[src/core/pdt_pkg.sv]
// What this block does
// - Two 8-bit down counters, separate or chained.
// - Chain select 0 gives two independent timers.
// - Load strobe copies reload value into counter.
// - Run bit gates counting (only timer 0's when chained); value held while stopped.
// - Low byte read holds high byte; low first.
// - Underflow reloads counter and counting continues.
// - Underflow drives flag, toggle and serial clock.
// - Serial clock comes from timer 1 underflows.
// - Timer 0 mode bit: 0 timer, 1 event.
// - Separate timer 1 counts only its prescaler output.
// - Event mode clocks timer 0 from pin.
// - Polarity 0 counts falling, 1 rising edges.
// - Filter select 1 inserts noise rejector.
// - Rejector accepts change at second 2048 Hz fall.
// - Each timer has its own independent prescaler.
// - Source select 0 low-speed, 1 high-speed oscillator.
// - Ratio 00/01/10/11 divides by 1/4/32/256.
// - Prescaler runs only while run bit is 1.
// - Chained mode: timer 0 low, timer 1 high byte.
// - Underflow sets flag always; request only unmasked.
// - Toggle halves underflows of selected timer.
package pdt_pkg;

	// Data width of one timer channel
	localparam int          CNT_W          = 8;
	typedef logic [CNT_W-1:0] pdt_byte_t;

	// Reset value and fixed counter values
	localparam pdt_byte_t   CNT_RST        = 8'h00;
	localparam pdt_byte_t   CNT_ZERO       = 8'h00;
	localparam pdt_byte_t   CNT_ONE        = 8'h01;
	localparam pdt_byte_t   CNT_FULL       = 8'hff;

	// Prescaler ratio codes and the divider masks they select
	localparam logic [1:0]  RATIO_DIV1     = 2'h0;
	localparam logic [1:0]  RATIO_DIV4     = 2'h1;
	localparam logic [1:0]  RATIO_DIV32    = 2'h2;
	localparam logic [1:0]  RATIO_DIV256   = 2'h3;
	localparam pdt_byte_t   MASK_DIV1      = 8'h00;
	localparam pdt_byte_t   MASK_DIV4      = 8'h03;
	localparam pdt_byte_t   MASK_DIV32     = 8'h1f;
	localparam pdt_byte_t   MASK_DIV256    = 8'hff;

	// Noise rejector: filter clock falls needed to accept a level
	localparam logic [1:0]  NF_ACCEPT_FALLS = 2'h2;
	localparam logic [1:0]  NF_CNT_RST      = 2'h0;

endpackage

[src/core/pdt_prescaler.sv]
module pdt_prescaler
	import pdt_pkg::*;
(
	// Clock and reset
	input  logic        mclk,
	input  logic        rst,
	// Control
	input  logic        run,
	input  logic        src_tick,
	input  logic [1:0]  ratio,
	// Divided count clock
	output logic        cnt_tick
);

	pdt_byte_t cnt_r;
	pdt_byte_t mask;

	// Divider mask from ratio code
	always_comb begin
		case (ratio)
			RATIO_DIV1:   mask = MASK_DIV1;
			RATIO_DIV4:   mask = MASK_DIV4;
			RATIO_DIV32:  mask = MASK_DIV32;
			RATIO_DIV256: mask = MASK_DIV256;
			default:      mask = MASK_DIV1;
		endcase
	end

	// Free counter of source ticks, cleared while stopped
	always_ff @(posedge mclk or posedge rst) begin
		if (rst) begin
			cnt_r    <= CNT_RST;
			cnt_tick <= 1'b0;
		end else if (!run) begin
			cnt_r    <= CNT_RST;
			cnt_tick <= 1'b0;
		end else begin
			cnt_tick <= src_tick && ((cnt_r & mask) == mask);
			if (src_tick)
				cnt_r <= cnt_r + CNT_ONE;
		end
	end

	// No count clock leaves a stopped prescaler
	presc_stop_a: assert property (@(posedge mclk) disable iff (rst)
		!run |=> (cnt_r == CNT_RST) && !cnt_tick)
		else $error("prescaler active while stopped");

endmodule

[src/core/pdt_noise_filter.sv]
module pdt_noise_filter
	import pdt_pkg::*;
(
	// Clock and reset
	input  logic        mclk,
	input  logic        rst,
	// Raw level and falling edges of the filter clock
	input  logic        level_in,
	input  logic        filt_fall_tick,
	// Accepted level
	output logic        level_out
);

	logic [1:0] falls_r;

	// Accept a new level only after two filter clock falls
	always_ff @(posedge mclk or posedge rst) begin
		if (rst) begin
			falls_r   <= NF_CNT_RST;
			level_out <= 1'b0;
		end else if (level_in == level_out) begin
			falls_r <= NF_CNT_RST;          // Glitch gone: restart
		end else if (filt_fall_tick) begin
			if (falls_r + 2'h1 == NF_ACCEPT_FALLS) begin
				level_out <= level_in;
				falls_r   <= NF_CNT_RST;
			end else begin
				falls_r <= falls_r + 2'h1;
			end
		end
	end

	// Output changes only on a filter clock fall
	nf_edge_a: assert property (@(posedge mclk) disable iff (rst)
		(level_out != $past(level_out)) |-> $past(filt_fall_tick) && $past(falls_r) == 2'h1)
		else $error("noise rejector accepted level early");

endmodule

[src/core/pdt_top.sv]
module pdt_top
	import pdt_pkg::*;
(
	// Clock and reset
	input  logic        mclk,
	input  logic        rst,
	// Oscillator ticks, one-cycle enables
	input  logic        low_speed_osc,
	input  logic        high_speed_osc,
	input  logic        filt_fall_tick,
	// Mode control
	input  logic        chain_select,
	input  logic        event_mode_select,
	input  logic        event_edge_polarity,
	input  logic        noise_filter_select,
	input  logic        toggle_channel_select,
	// Timer 0 control
	input  pdt_pkg::pdt_byte_t reload_value_t0,
	input  logic        counter_load_strobe_t0,
	input  logic        run_t0,
	input  logic        source_select_t0,
	input  logic [1:0]  prescale_ratio_t0,
	// Timer 1 control
	input  pdt_pkg::pdt_byte_t reload_value_t1,
	input  logic        counter_load_strobe_t1,
	input  logic        run_t1,
	input  logic        source_select_t1,
	input  logic [1:0]  prescale_ratio_t1,
	// Readback strobes
	input  logic        read_low_strobe,
	input  logic        read_high_strobe,
	// Interrupt control
	input  logic        irq_enable_t0,
	input  logic        irq_enable_t1,
	input  logic        flag_clear_t0,
	input  logic        flag_clear_t1,
	// External event pin
	input  logic        event_input_pin,
	// Readback data
	output pdt_pkg::pdt_byte_t count_readback_t0,
	output pdt_pkg::pdt_byte_t count_readback_t1,
	// Events and interrupts
	output logic        underflow_pulse_t0,
	output logic        underflow_pulse_t1,
	output logic        underflow_flag_t0,
	output logic        underflow_flag_t1,
	output logic        irq_t0,
	output logic        irq_t1,
	// Derived clocks
	output logic        toggle_out,
	output logic        serial_clk
);

	pdt_byte_t cnt0_r;
	pdt_byte_t cnt1_r;
	pdt_byte_t hold_r;
	logic      hold_act_r;
	logic      ev_prev_r;
	logic      presc0_tick;
	logic      presc1_tick;
	logic      ev_filt;
	logic      ev_level;
	logic      ev_edge;
	logic      tick0;
	logic      tick1;
	logic      borrow0;
	logic      step1;
	logic      uf0;
	logic      uf1;
	logic      run0_eff;
	logic      run1_eff;
	logic      flag0_nxt;
	logic      flag1_nxt;

	// Timer 0 prescaler runs only in timer mode, timer 1 only in separate mode; each only while its timer runs
	assign run0_eff = run_t0 && !event_mode_select;
	assign run1_eff = run_t1 && !chain_select;

	// Timer 0 prescaler with its own source choice
	pdt_prescaler u_presc0 (
		.mclk     (mclk),
		.rst      (rst),
		.run      (run0_eff),
		.src_tick (source_select_t0 ? high_speed_osc : low_speed_osc),
		.ratio    (prescale_ratio_t0),
		.cnt_tick (presc0_tick)
	);

	// Timer 1 prescaler, independent of timer 0
	pdt_prescaler u_presc1 (
		.mclk     (mclk),
		.rst      (rst),
		.run      (run1_eff),
		.src_tick (source_select_t1 ? high_speed_osc : low_speed_osc),
		.ratio    (prescale_ratio_t1),
		.cnt_tick (presc1_tick)
	);

	// Chatter rejector on the event pin
	pdt_noise_filter u_filt (
		.mclk           (mclk),
		.rst            (rst),
		.level_in       (event_input_pin),
		.filt_fall_tick (filt_fall_tick),
		.level_out      (ev_filt)
	);

	// Event level, filtered or raw
	assign ev_level = noise_filter_select ? ev_filt : event_input_pin;

	// Previous event level for edge detection
	always_ff @(posedge mclk or posedge rst) begin
		if (rst)
			ev_prev_r <= 1'b0;
		else
			ev_prev_r <= ev_level;
	end

	// Rising or falling edge chosen by polarity
	assign ev_edge = event_edge_polarity ? (ev_level && !ev_prev_r)
		: (!ev_level && ev_prev_r);

	// Count clocks; timer 1 never sees the event pin
	assign tick0 = run_t0 && (event_mode_select ? ev_edge : presc0_tick);
	assign tick1 = run_t1 && !chain_select && presc1_tick;

	// Low byte wraps; in chained mode the high byte takes the borrow
	assign borrow0 = tick0 && (cnt0_r == CNT_ZERO) && !counter_load_strobe_t0;
	assign step1   = chain_select ? borrow0 : tick1;

	// Underflow events; a load in the same cycle takes precedence
	assign uf0 = borrow0 && !chain_select && !counter_load_strobe_t0;
	assign uf1 = step1 && (cnt1_r == CNT_ZERO) && !counter_load_strobe_t1
		&& !(chain_select && counter_load_strobe_t0);

	// Timer 0 counter: load, reload or go to all ones on wrap, or decrement
	always_ff @(posedge mclk or posedge rst) begin
		if (rst) begin
			cnt0_r <= CNT_RST;
		end else if (counter_load_strobe_t0) begin
			cnt0_r <= reload_value_t0;
		end else if (borrow0) begin
			if (chain_select && cnt1_r != CNT_ZERO)
				cnt0_r <= CNT_FULL;
			else
				cnt0_r <= reload_value_t0;
		end else if (tick0) begin
			cnt0_r <= cnt0_r - CNT_ONE;
		end
	end

	// Timer 1 counter: load, reload on underflow, or decrement
	always_ff @(posedge mclk or posedge rst) begin
		if (rst) begin
			cnt1_r <= CNT_RST;
		end else if (counter_load_strobe_t1) begin
			cnt1_r <= reload_value_t1;
		end else if (step1 && cnt1_r == CNT_ZERO) begin
			cnt1_r <= reload_value_t1;
		end else if (step1) begin
			cnt1_r <= cnt1_r - CNT_ONE;
		end
	end

	// High byte hold taken when the low byte is read
	always_ff @(posedge mclk or posedge rst) begin
		if (rst) begin
			hold_r     <= CNT_RST;
			hold_act_r <= 1'b0;
		end else if (read_low_strobe) begin
			hold_r     <= cnt1_r;
			hold_act_r <= 1'b1;
		end else if (read_high_strobe) begin
			hold_act_r <= 1'b0;
		end
	end

	// Readback buffers; high byte shows the held copy while held
	always_ff @(posedge mclk or posedge rst) begin
		if (rst) begin
			count_readback_t0 <= CNT_RST;
			count_readback_t1 <= CNT_RST;
		end else begin
			count_readback_t0 <= cnt0_r;
			if (read_low_strobe)
				count_readback_t1 <= cnt1_r;
			else if (hold_act_r && !read_high_strobe)
				count_readback_t1 <= hold_r;
			else
				count_readback_t1 <= cnt1_r;
		end
	end

	// Sticky flags; a new underflow beats a clear in the same cycle
	assign flag0_nxt = uf0 || (underflow_flag_t0 && !flag_clear_t0);
	assign flag1_nxt = uf1 || (underflow_flag_t1 && !flag_clear_t1);

	// Flags, requests and underflow pulses
	always_ff @(posedge mclk or posedge rst) begin
		if (rst) begin
			underflow_flag_t0  <= 1'b0;
			underflow_flag_t1  <= 1'b0;
			irq_t0             <= 1'b0;
			irq_t1             <= 1'b0;
			underflow_pulse_t0 <= 1'b0;
			underflow_pulse_t1 <= 1'b0;
		end else begin
			underflow_flag_t0  <= flag0_nxt;
			underflow_flag_t1  <= flag1_nxt;
			irq_t0             <= flag0_nxt && irq_enable_t0;
			irq_t1             <= flag1_nxt && irq_enable_t1;
			underflow_pulse_t0 <= uf0;
			underflow_pulse_t1 <= uf1;
		end
	end

	// Toggle output halves the selected timer's underflows
	always_ff @(posedge mclk or posedge rst) begin
		if (rst)
			toggle_out <= 1'b0;
		else if (toggle_channel_select ? uf1 : uf0)
			toggle_out <= !toggle_out;
	end

	// Serial clock from halved timer 1 underflows
	always_ff @(posedge mclk or posedge rst) begin
		if (rst)
			serial_clk <= 1'b0;
		else if (uf1)
			serial_clk <= !serial_clk;
	end

	// Load strobe presets the counter
	load_t0_a: assert property (@(posedge mclk) disable iff (rst)
		counter_load_strobe_t0 |=> cnt0_r == $past(reload_value_t0))
		else $error("timer 0 load missed");

	// Stopped timer keeps its value
	stop_hold_a: assert property (@(posedge mclk) disable iff (rst)
		(!run_t1 && !counter_load_strobe_t1 && !chain_select) |=> cnt1_r == $past(cnt1_r))
		else $error("timer 1 moved while stopped");

	// Underflow reloads in separate mode
	reload_t0_a: assert property (@(posedge mclk) disable iff (rst)
		uf0 |=> cnt0_r == $past(reload_value_t0) && underflow_flag_t0)
		else $error("timer 0 reload or flag missing");

	// Decrement by one per count clock
	dec_t0_a: assert property (@(posedge mclk) disable iff (rst)
		(tick0 && cnt0_r != CNT_ZERO && !counter_load_strobe_t0)
		|=> cnt0_r == $past(cnt0_r) - CNT_ONE)
		else $error("timer 0 decrement wrong");

	// Masked flag never raises a request
	irq_mask_a: assert property (@(posedge mclk) disable iff (rst)
		!irq_enable_t1 |=> !irq_t1)
		else $error("masked request raised");

	// Toggle flips on each selected underflow
	toggle_flip_a: assert property (@(posedge mclk) disable iff (rst)
		(toggle_channel_select ? uf1 : uf0) |=> toggle_out != $past(toggle_out))
		else $error("toggle output missed underflow");

	// Serial clock flips only with timer 1 underflow
	serial_clk_a: assert property (@(posedge mclk) disable iff (rst)
		(serial_clk != $past(serial_clk)) |-> $past(uf1))
		else $error("serial clock changed without underflow");

	// Raw event mode counts only the chosen pin edge
	event_only_a: assert property (@(posedge mclk) disable iff (rst)
		(event_mode_select && tick0 && !noise_filter_select && !$past(noise_filter_select))
		|-> (event_edge_polarity ? $rose(event_input_pin) : $fell(event_input_pin)))
		else $error("event counter clocked without edge");

	// Held high byte stays put until released
	hold_high_a: assert property (@(posedge mclk) disable iff (rst)
		(hold_act_r && !read_low_strobe && !read_high_strobe)
		|=> count_readback_t1 == hold_r)
		else $error("high byte hold broken");

	// Chained high byte steps only on low byte borrow
	chain_step_a: assert property (@(posedge mclk) disable iff (rst)
		(chain_select && !counter_load_strobe_t1 && !borrow0) |=> cnt1_r == $past(cnt1_r))
		else $error("chained high byte moved without borrow");

	// Timer 1 reloads on its underflow
	reload_t1_a: assert property (@(posedge mclk) disable iff (rst)
		uf1 |=> cnt1_r == $past(reload_value_t1))
		else $error("timer 1 reload missing");

	// Underflow sets the flag even against a clear
	flag_set_a: assert property (@(posedge mclk) disable iff (rst)
		uf1 |=> underflow_flag_t1)
		else $error("timer 1 flag not set");

	// Request is the flag gated by its mask
	irq_gate_a: assert property (@(posedge mclk) disable iff (rst)
		irq_t0 == (underflow_flag_t0 && $past(irq_enable_t0)))
		else $error("request does not follow flag and mask");

	// Chained low byte wraps to all ones and borrows from the high byte
	chain_borrow_a: assert property (@(posedge mclk) disable iff (rst)
		(chain_select && borrow0 && cnt1_r != CNT_ZERO && !counter_load_strobe_t1)
		|=> cnt0_r == CNT_FULL && cnt1_r == $past(cnt1_r) - CNT_ONE)
		else $error("chained borrow wrong");

	// Chained mode reports no timer 0 underflow
	chain_quiet_a: assert property (@(posedge mclk) disable iff (rst)
		chain_select |=> !underflow_pulse_t0)
		else $error("timer 0 event in chained mode");

	// Timer 1 underflow pulses and clocks the serial path
	pulse_t1_a: assert property (@(posedge mclk) disable iff (rst)
		uf1 |=> underflow_pulse_t1 && serial_clk != $past(serial_clk))
		else $error("timer 1 underflow not reported");

	// Low byte buffer trails the counter by one cycle
	readback_t0_a: assert property (@(posedge mclk) disable iff (rst)
		1'h1 |=> count_readback_t0 == $past(cnt0_r))
		else $error("timer 0 readback stale");

	// Event mode silences the timer 0 prescaler
	presc_off_a: assert property (@(posedge mclk) disable iff (rst)
		event_mode_select |=> !presc0_tick)
		else $error("timer 0 prescaler active in event mode");

	// Separate timer 1 moves only on its own prescaler tick
	t1_presc_only_a: assert property (@(posedge mclk) disable iff (rst)
		(!chain_select && !presc1_tick && !counter_load_strobe_t1)
		|=> cnt1_r == $past(cnt1_r))
		else $error("timer 1 moved without prescaler tick");

	// Filtered event mode ignores changes the rejector has not accepted
	filt_hold_a: assert property (@(posedge mclk) disable iff (rst)
		(event_mode_select && noise_filter_select && !counter_load_strobe_t0
		&& ev_filt == ev_prev_r) |=> cnt0_r == $past(cnt0_r))
		else $error("unfiltered edge reached timer 0");

	// Load strobe presets timer 1
	load_t1_a: assert property (@(posedge mclk) disable iff (rst)
		counter_load_strobe_t1 |=> cnt1_r == $past(reload_value_t1))
		else $error("timer 1 load missed");

	// Stopped timer 0 keeps its value
	run_hold_t0_a: assert property (@(posedge mclk) disable iff (rst)
		(!run_t0 && !counter_load_strobe_t0) |=> cnt0_r == $past(cnt0_r))
		else $error("timer 0 moved while stopped");

	// Toggle output holds between selected underflows
	toggle_quiet_a: assert property (@(posedge mclk) disable iff (rst)
		!(toggle_channel_select ? uf1 : uf0) |=> toggle_out == $past(toggle_out))
		else $error("toggle output flipped without underflow");

endmodule

[config.mk]
export PLATFORM = sky130hd
export DESIGN_NAME = pdt_top
export DESIGN_NICKNAME = d
export VERILOG_FILES = /design/src/core/pdt_pkg.sv /design/src/core/pdt_prescaler.sv /design/src/core/pdt_noise_filter.sv /design/src/core/pdt_top.sv
export SDC_FILE = /design/constraint.sdc
export NUM_CORES = 1
export LEC_CHECK = 0
export ABC_AREA = 0
export BUFFER_PORTS_ARGS = -buffer_cell sky130_fd_sc_hd__buf_2
export CAP_MARGIN = 20
export CELL_PAD_IN_SITES_DETAIL_PLACEMENT = 2
export CELL_PAD_IN_SITES_GLOBAL_PLACEMENT = 2
export CORE_MARGIN = 2
export CORE_UTILIZATION = 38
export CTS_CLUSTER_DIAMETER = 120
export DETAILED_ROUTE_END_ITERATION = 10
export MAX_ROUTING_LAYER = met4
export PLACE_DENSITY = 0.86
export SKIP_CTS_REPAIR_TIMING = 1
export SYNTH_ARGS = -nofsm -noshare
export SYNTH_HDL_FRONTEND = slang
export SYNTH_HIERARCHICAL = 1
export SYNTH_SLANG_ARGS = --single-unit
[constraint.sdc]
create_clock -name mclk -period 4 [get_ports mclk]
set_input_delay 0.2 -clock mclk [delete_from_list [all_inputs] [get_ports mclk]]
set_output_delay 0.2 -clock mclk [all_outputs]
set_load 0.005 [all_outputs]
==> reports/results.txt, run 1 <==
# nets final -> 445
GPL Wtd Cong -> 0.826
Post-synth EDFFs -> 0
peak supply drop -> 0.148 mV
Final setup viols -> 0
Fillers -> 928
worst hold path class -> in2reg
DR pass1 iterations -> 4
Crit Path Class -> reg2reg
Vias -> 2,895
Setup TNS -> 0 ns
die width -> 99.5 microns
Non-Filler Instances -> 510
core box area -> 8760 sq um
area post-placement -> 3900 sq um
WL per Instance -> 20.8 microns
IO Pins -> 67
CTS tree -> built
CP required -> 4.25 ns
DRT iter0 DRCs -> 78
fraction of layout cells with a size suffix above 1 -> 0.287
commonest non-fill, non-tap cell in the layout -> dfrtp_1
Clk pin slew, worst setup/hold paths -> 0.08 ns
final-report hold violation count -> 0
vias in the first global route -> 3,340
CTS Sinks -> 71
Worst Hold Slack -> 0.0163 ns
Starting Density -> 0.395
Clock Tree Root -> clkbuf_8
Port-buffer cells -> 66
max_cap viols -> 0
Power Dens Cells -> 436 nW/um^2
worst-path fanout max -> 7
Yosys top cell area share -> 0.513
Compound-Gate Fraction of Synth Area -> 0.131
highest-count cells in the layout ignoring fill and taps -> dfrtp_1 (71), buf_2 (66), nor2_1 (31)
CP Launch Type -> register
Reg2Reg Depth -> 8
Max-slew headroom -> 0.433
post-DP HPWL -> 6880 microns
largest net degree at the start of global routing -> 51
clk_skew -> 0.00875 ns
area grow syn2layout -> 20.5%
Die H -> 99.5 microns
Tmin final -> 2.60 ns
Min-Delay Path Depth -> 2
share of flip-flops with an asynchronous set or reset -> 1.00
die footprint -> 9890 sq um
Main synth FF type -> dfrtp_1
htree depth -> 3
DRC violations left -> 0
final core occ -> 0.476
post-route cell area -> 4170 sq um
Synth warnings -> 6
Max Fclk -> 0.385 GHz
DRT Wirelength -> 10,600 microns
largest family of logic cells by synthesized area -> simple AND/OR/NAND/NOR gates
first-pass GRT wire length -> 17,700 microns
xor-xnor portion of the synthesized cell area -> 0.0253
proportion of synthesized area in mux cells -> 0.0857
Adder-Cell Fraction of Synth Area -> 0.0217
post-synthesis cell type count -> 57
register bit total from synthesis -> 71
CTS Buffer Depth -> 2
CP Capture Type -> register
final worst-path cycle share -> 0.649
outcome -> finished, final reports clean
post-synthesis cell area -> 3460 sq um
Cell Rows -> 34
Synth area leader -> dfrtp_1
post-synthesis simple-gate area fraction -> 0.191
Via density -> 5.68
unrepaired setup endpoints after global routing -> false
Least-Margin Pin Slew -> 0.847 ns
fin. max-slew vios -> 0
initial antenna violation count -> 0
GRT Total Usage -> 0.237
worst skew pair latency -> 0.36 ns
Avg Inst Size Synth -> 10.7 sq um
grt ovf -> 0
Synth area leaders -> dfrtp_1 (51%), mux2_2 (5.5%), nor2_1 (3.4%)
total CTS buffers -> 9
arrival time at the worst endpoint -> 2.84 ns
Final ANT Viol Nets -> 0
Post-Synthesis Cells -> 324
post-synthesis sequential area ratio -> 0.513
Syn Nets -> 373
Leak -> 1.89 nW
placed cell count -> 492
cell usage after synthesis (3+ instances only):
library cell,number
a21oi_1,12
a221o_1,4
clkbuf_1,5
dfrtp_1,71
ha_1,6
inv_1,19
mux2_2,17
mux2i_1,9
nand2_1,19
nand2b_1,9
nand3_1,7
nor2_1,31
nor2b_1,3
nor3_1,10
nor4_1,11
o21ai_0,13
o22a_1,4
o2bb2ai_1,3
o31ai_1,5
or4_1,5
xnor2_1,6
xor2_1,4
registers in the layout (all words and copies together), names as in the netlist, 2 cells and up:
signal / flops
u_presc0/cnt_r: 8
hold_r: 8
u_filt/falls_r: 2
count_readback_t0: 8
u_presc1/cnt_r: 8
cnt0_r: 8
count_readback_t1: 8
cnt1_r: 8
worst max-delay path, stage by stage (launching register included):
cell and delay (ns):
dfrtp_1 0.44, inv_1 0.11, ha_1 0.15, or4b_4 0.49, nor3_4 0.31, a31o_2 0.27
nor2_2 0.11, o311a_1 0.34, a221o_1 0.27
layout make-up:
| type | instances | area (sq um) | area share |
|---|---|---|---|
| inverters | 19 | 71.3 | 0.0171 |
| repair buffers | 69 | 355 | 0.0852 |
| flip-flops and latches | 71 | 1780 | 0.426 |
| clock buffers | 11 | 151 | 0.0363 |
| multi-input cells | 226 | 1580 | 0.378 |
| clock inverters | 5 | 104 | 0.0249 |
| well taps | 108 | 135 | 0.0324 |
| diodes | 1 | 2.50 | 0.000600 |
per-stage QoR:
| stage | worst slack [ns] | total power, mW |
|---|---|---|
| after floorplan | 1.66 | 0.978 |
| after global placement | 1.56 | 1.06 |
| after detailed placement | 1.46 | 1.08 |
| after CTS | 1.40 | 1.83 |
| after global routing | 1.24 | 1.89 |
| final | 1.40 | 1.82 |
cells by family after synthesis:
group | count (synthesis)
AO/OA/AOI/OAI | 64
XOR/XNOR | 10
adder cells (fa/ha/maj) | 6
buffers and inverters | 27
flip-flops | 71
multiplexers | 27
AND/OR/NAND/NOR | 119
report_power, final:
part | total [mW] | internal [mW] | switching (mW)
clock network | 0.749 | 0.449 | 0.300
logic | 0.239 | 0.111 | 0.128
registers | 0.829 | 0.776 | 0.0531
layer usage:
| metal | part of all wire | vias up | track usage |
|---|---|---|---|
| li1 | - | 1315 | - |
| met1 | 0.41 | 1488 | 0.277 |
| met2 | 0.53 | 70 | 0.407 |
| met3 | 0.040 | 22 | 0.0436 |
| met4 | 0.020 | 0 | 0.0864 |
| met5 | 0 | - | - |
worst paths after layout:
path | start | to | slack (ns)
worst max-delay path | cnt0_r[0] | cnt1_r[5] | 1.40
worst min-delay path | flag_clear_t1 | underflow_flag_t1 | 0.02
worst max register to register | cnt0_r[0] | cnt1_r[5] | 1.40
worst min register to register | cnt0_r[1] | count_readback_t0[1] | 0.48
max in group asynchronous | rst | cnt0_r[0] | 2.94
min in group asynchronous | rst | u_filt/falls_r[1] | 0.30
(Power assumes the default switching activity.)
==> inputs of run 2 (changes only) <==
--- a/config.mk
+++ b/config.mk
@@ -11,11 +11,11 @@
 export CELL_PAD_IN_SITES_DETAIL_PLACEMENT = 2
 export CELL_PAD_IN_SITES_GLOBAL_PLACEMENT = 2
 export CORE_MARGIN = 2
-export CORE_UTILIZATION = 38
+export CORE_UTILIZATION = 32
 export CTS_CLUSTER_DIAMETER = 120
 export DETAILED_ROUTE_END_ITERATION = 10
 export MAX_ROUTING_LAYER = met4
-export PLACE_DENSITY = 0.86
+export PLACE_DENSITY = 0.77
 export SKIP_CTS_REPAIR_TIMING = 1
 export SYNTH_ARGS = -nofsm -noshare
 export SYNTH_HDL_FRONTEND = slang
==> constraint.sdc (replaced) <==
create_clock -name mclk -period 2.3 [get_ports mclk]
set_input_delay 0.115 -clock mclk [delete_from_list [all_inputs] [get_ports mclk]]
set_output_delay 0.115 -clock mclk [all_outputs]
set_load 0.005 [all_outputs]
==> run 2 against run 1 <==
  * The run now ends with setup timing left
  * Non-clock buffer count increased by 36
  * Core utilization fell by 3.7 points
  * Count of clock-buffer cells in the layout decreased by 1
  * Register-to-register slack got worse by 1.6 ns
  * Largest cell class unchanged
  * Largest power group unchanged
==> reports/results.txt, run 2 (synthesis gave the netlist of run 1 again) <==
unrepaired setup endpoints after global routing -> true
Fillers -> 1,107
clk_skew -> 0.0182 ns
commonest non-fill, non-tap cell in the layout -> dfrtp_1
first-pass GRT wire length -> 16,400 microns
final-report hold violation count -> 0
largest net degree at the start of global routing -> 44
max_cap viols -> 0
Max Fclk -> 0.404 GHz
Clock Tree Root -> clkbuf_8
Via density -> 5.25
IO Pins -> 67
Setup WS pre-CTS -> -0.0613 ns
fin. max-slew vios -> 0
Setup WS post-layout -> -0.172 ns
CTS Sinks -> 71
total CTS buffers -> 9
# nets final -> 481
vias in the first global route -> 3,231
CP Capture Type -> register
peak supply drop -> 0.238 mV
failing checks -> setup timing
DRC violations left -> 0
initial antenna violation count -> 0
highest-count cells in the layout ignoring fill and taps -> dfrtp_1 (71), buf_2 (66), nor2_1 (31)
CP Launch Type -> register
Final setup viols -> 5
ANT cells -> 0
die width -> 108 microns
DR pass1 iterations -> 4
Leak -> 2.06 nW
grt ovf -> 0
GPL Wtd Cong -> 0.800
CP required -> 2.57 ns
CTS tree -> built
outcome -> complete, but fails checks
Cell Rows -> 37
Crit Path Class -> reg2reg
arrival time at the worst endpoint -> 2.75 ns
final worst-path cycle share -> 1.07
area grow syn2layout -> 31.9%
Max-slew headroom -> 0.506
Clk pin slew, worst setup/hold paths -> 0.08 ns
htree depth -> 3
core box area -> 10,400 sq um
Power Dens Cells -> 696 nW/um^2
fraction of layout cells with a size suffix above 1 -> 0.343
worst-path fanout max -> 7
area post-placement -> 4070 sq um
Port-buffer cells -> 66
CTS Buffer Depth -> 2
WL per Instance -> 19.3 microns
Least-Margin Pin Slew -> 0.739 ns
Reg2Reg Depth -> 9
Tmin final -> 2.47 ns
Setup TNS -> -0.372 ns
Starting Density -> 0.332
DRT Wirelength -> 11,100 microns
worst skew pair latency -> 0.36 ns
Min-Delay Path Depth -> 2
die footprint -> 11,700 sq um
Vias -> 3,008
post-route cell area -> 4570 sq um
DRT iter0 DRCs -> 52
worst hold path class -> in2reg
post-DP HPWL -> 7160 microns
Die H -> 108 microns
Total Power -> 3.18 mW
GRT Total Usage -> 0.188
Final ANT Viol Nets -> 0
[run 2: power breakdown]
part           leakage, nW  internal, mW  switching [mW]
registers            0.896          1.35          0.0678
clock network        0.122         0.746           0.498
logic                 1.04         0.248           0.268
total                 2.06          2.34           0.834
[run 2: metal layers]
layer	up-vias	wire, microns	global-route usage
met3	23	347	0.0319
met5	-	0	-
met2	64	5740	0.311
met4	0	165	0.0604
met1	1539	4810	0.234
li1	1382	-	-
[run 2: critical path, cell delays in order, from the launching register on]
cell     delay, ns
dfrtp_1       0.41
inv_2         0.09
ha_4          0.12
or4b_4        0.49
nor3_4        0.26
and3_4        0.29
nor2_4        0.08
buf_4         0.13
nor3_1        0.31
a221o_1       0.22
[run 2: through the flow]
stage / utilization / std cells / hold WS (ns)
6_report: 0.439 / 573 / 0.00320
5_1_grt: 0.439 / 573 / 0.000830
4_1_cts: 0.414 / 553 / -0.328
3_5_place_dp: 0.390 / 537 / 0.0514
3_3_place_gp: 0.390 / 537 / 0.0448
2_1_floorplan: - / 324 / -0.131
[run 2: final cells by class]
class / instances / area, sq um / share of cell area
tap: 136 / 170 / 0.0373
sequential: 71 / 1780 / 0.389
multi-input combinational: 226 / 1650 / 0.361
inverter: 19 / 71.3 / 0.0156
timing repair buffer: 105 / 657 / 0.144
clock inverter: 6 / 108 / 0.0236
clock buffer: 10 / 138 / 0.0301
[run 2: worst paths after layout]
kind / startpoint / endpoint / slack [ns]
worst max-delay path: cnt0_r[0] / cnt1_r[0] / -0.17
worst min register to register: cnt0_r[6] / count_readback_t0[6] / 0.47
max in group asynchronous: rst / ev_prev_r / 1.26
worst min-delay path: irq_enable_t0 / irq_t0 / 0.003
worst max register to register: cnt0_r[0] / cnt1_r[0] / -0.17
min in group asynchronous: rst / u_filt/falls_r[0] / 0.23
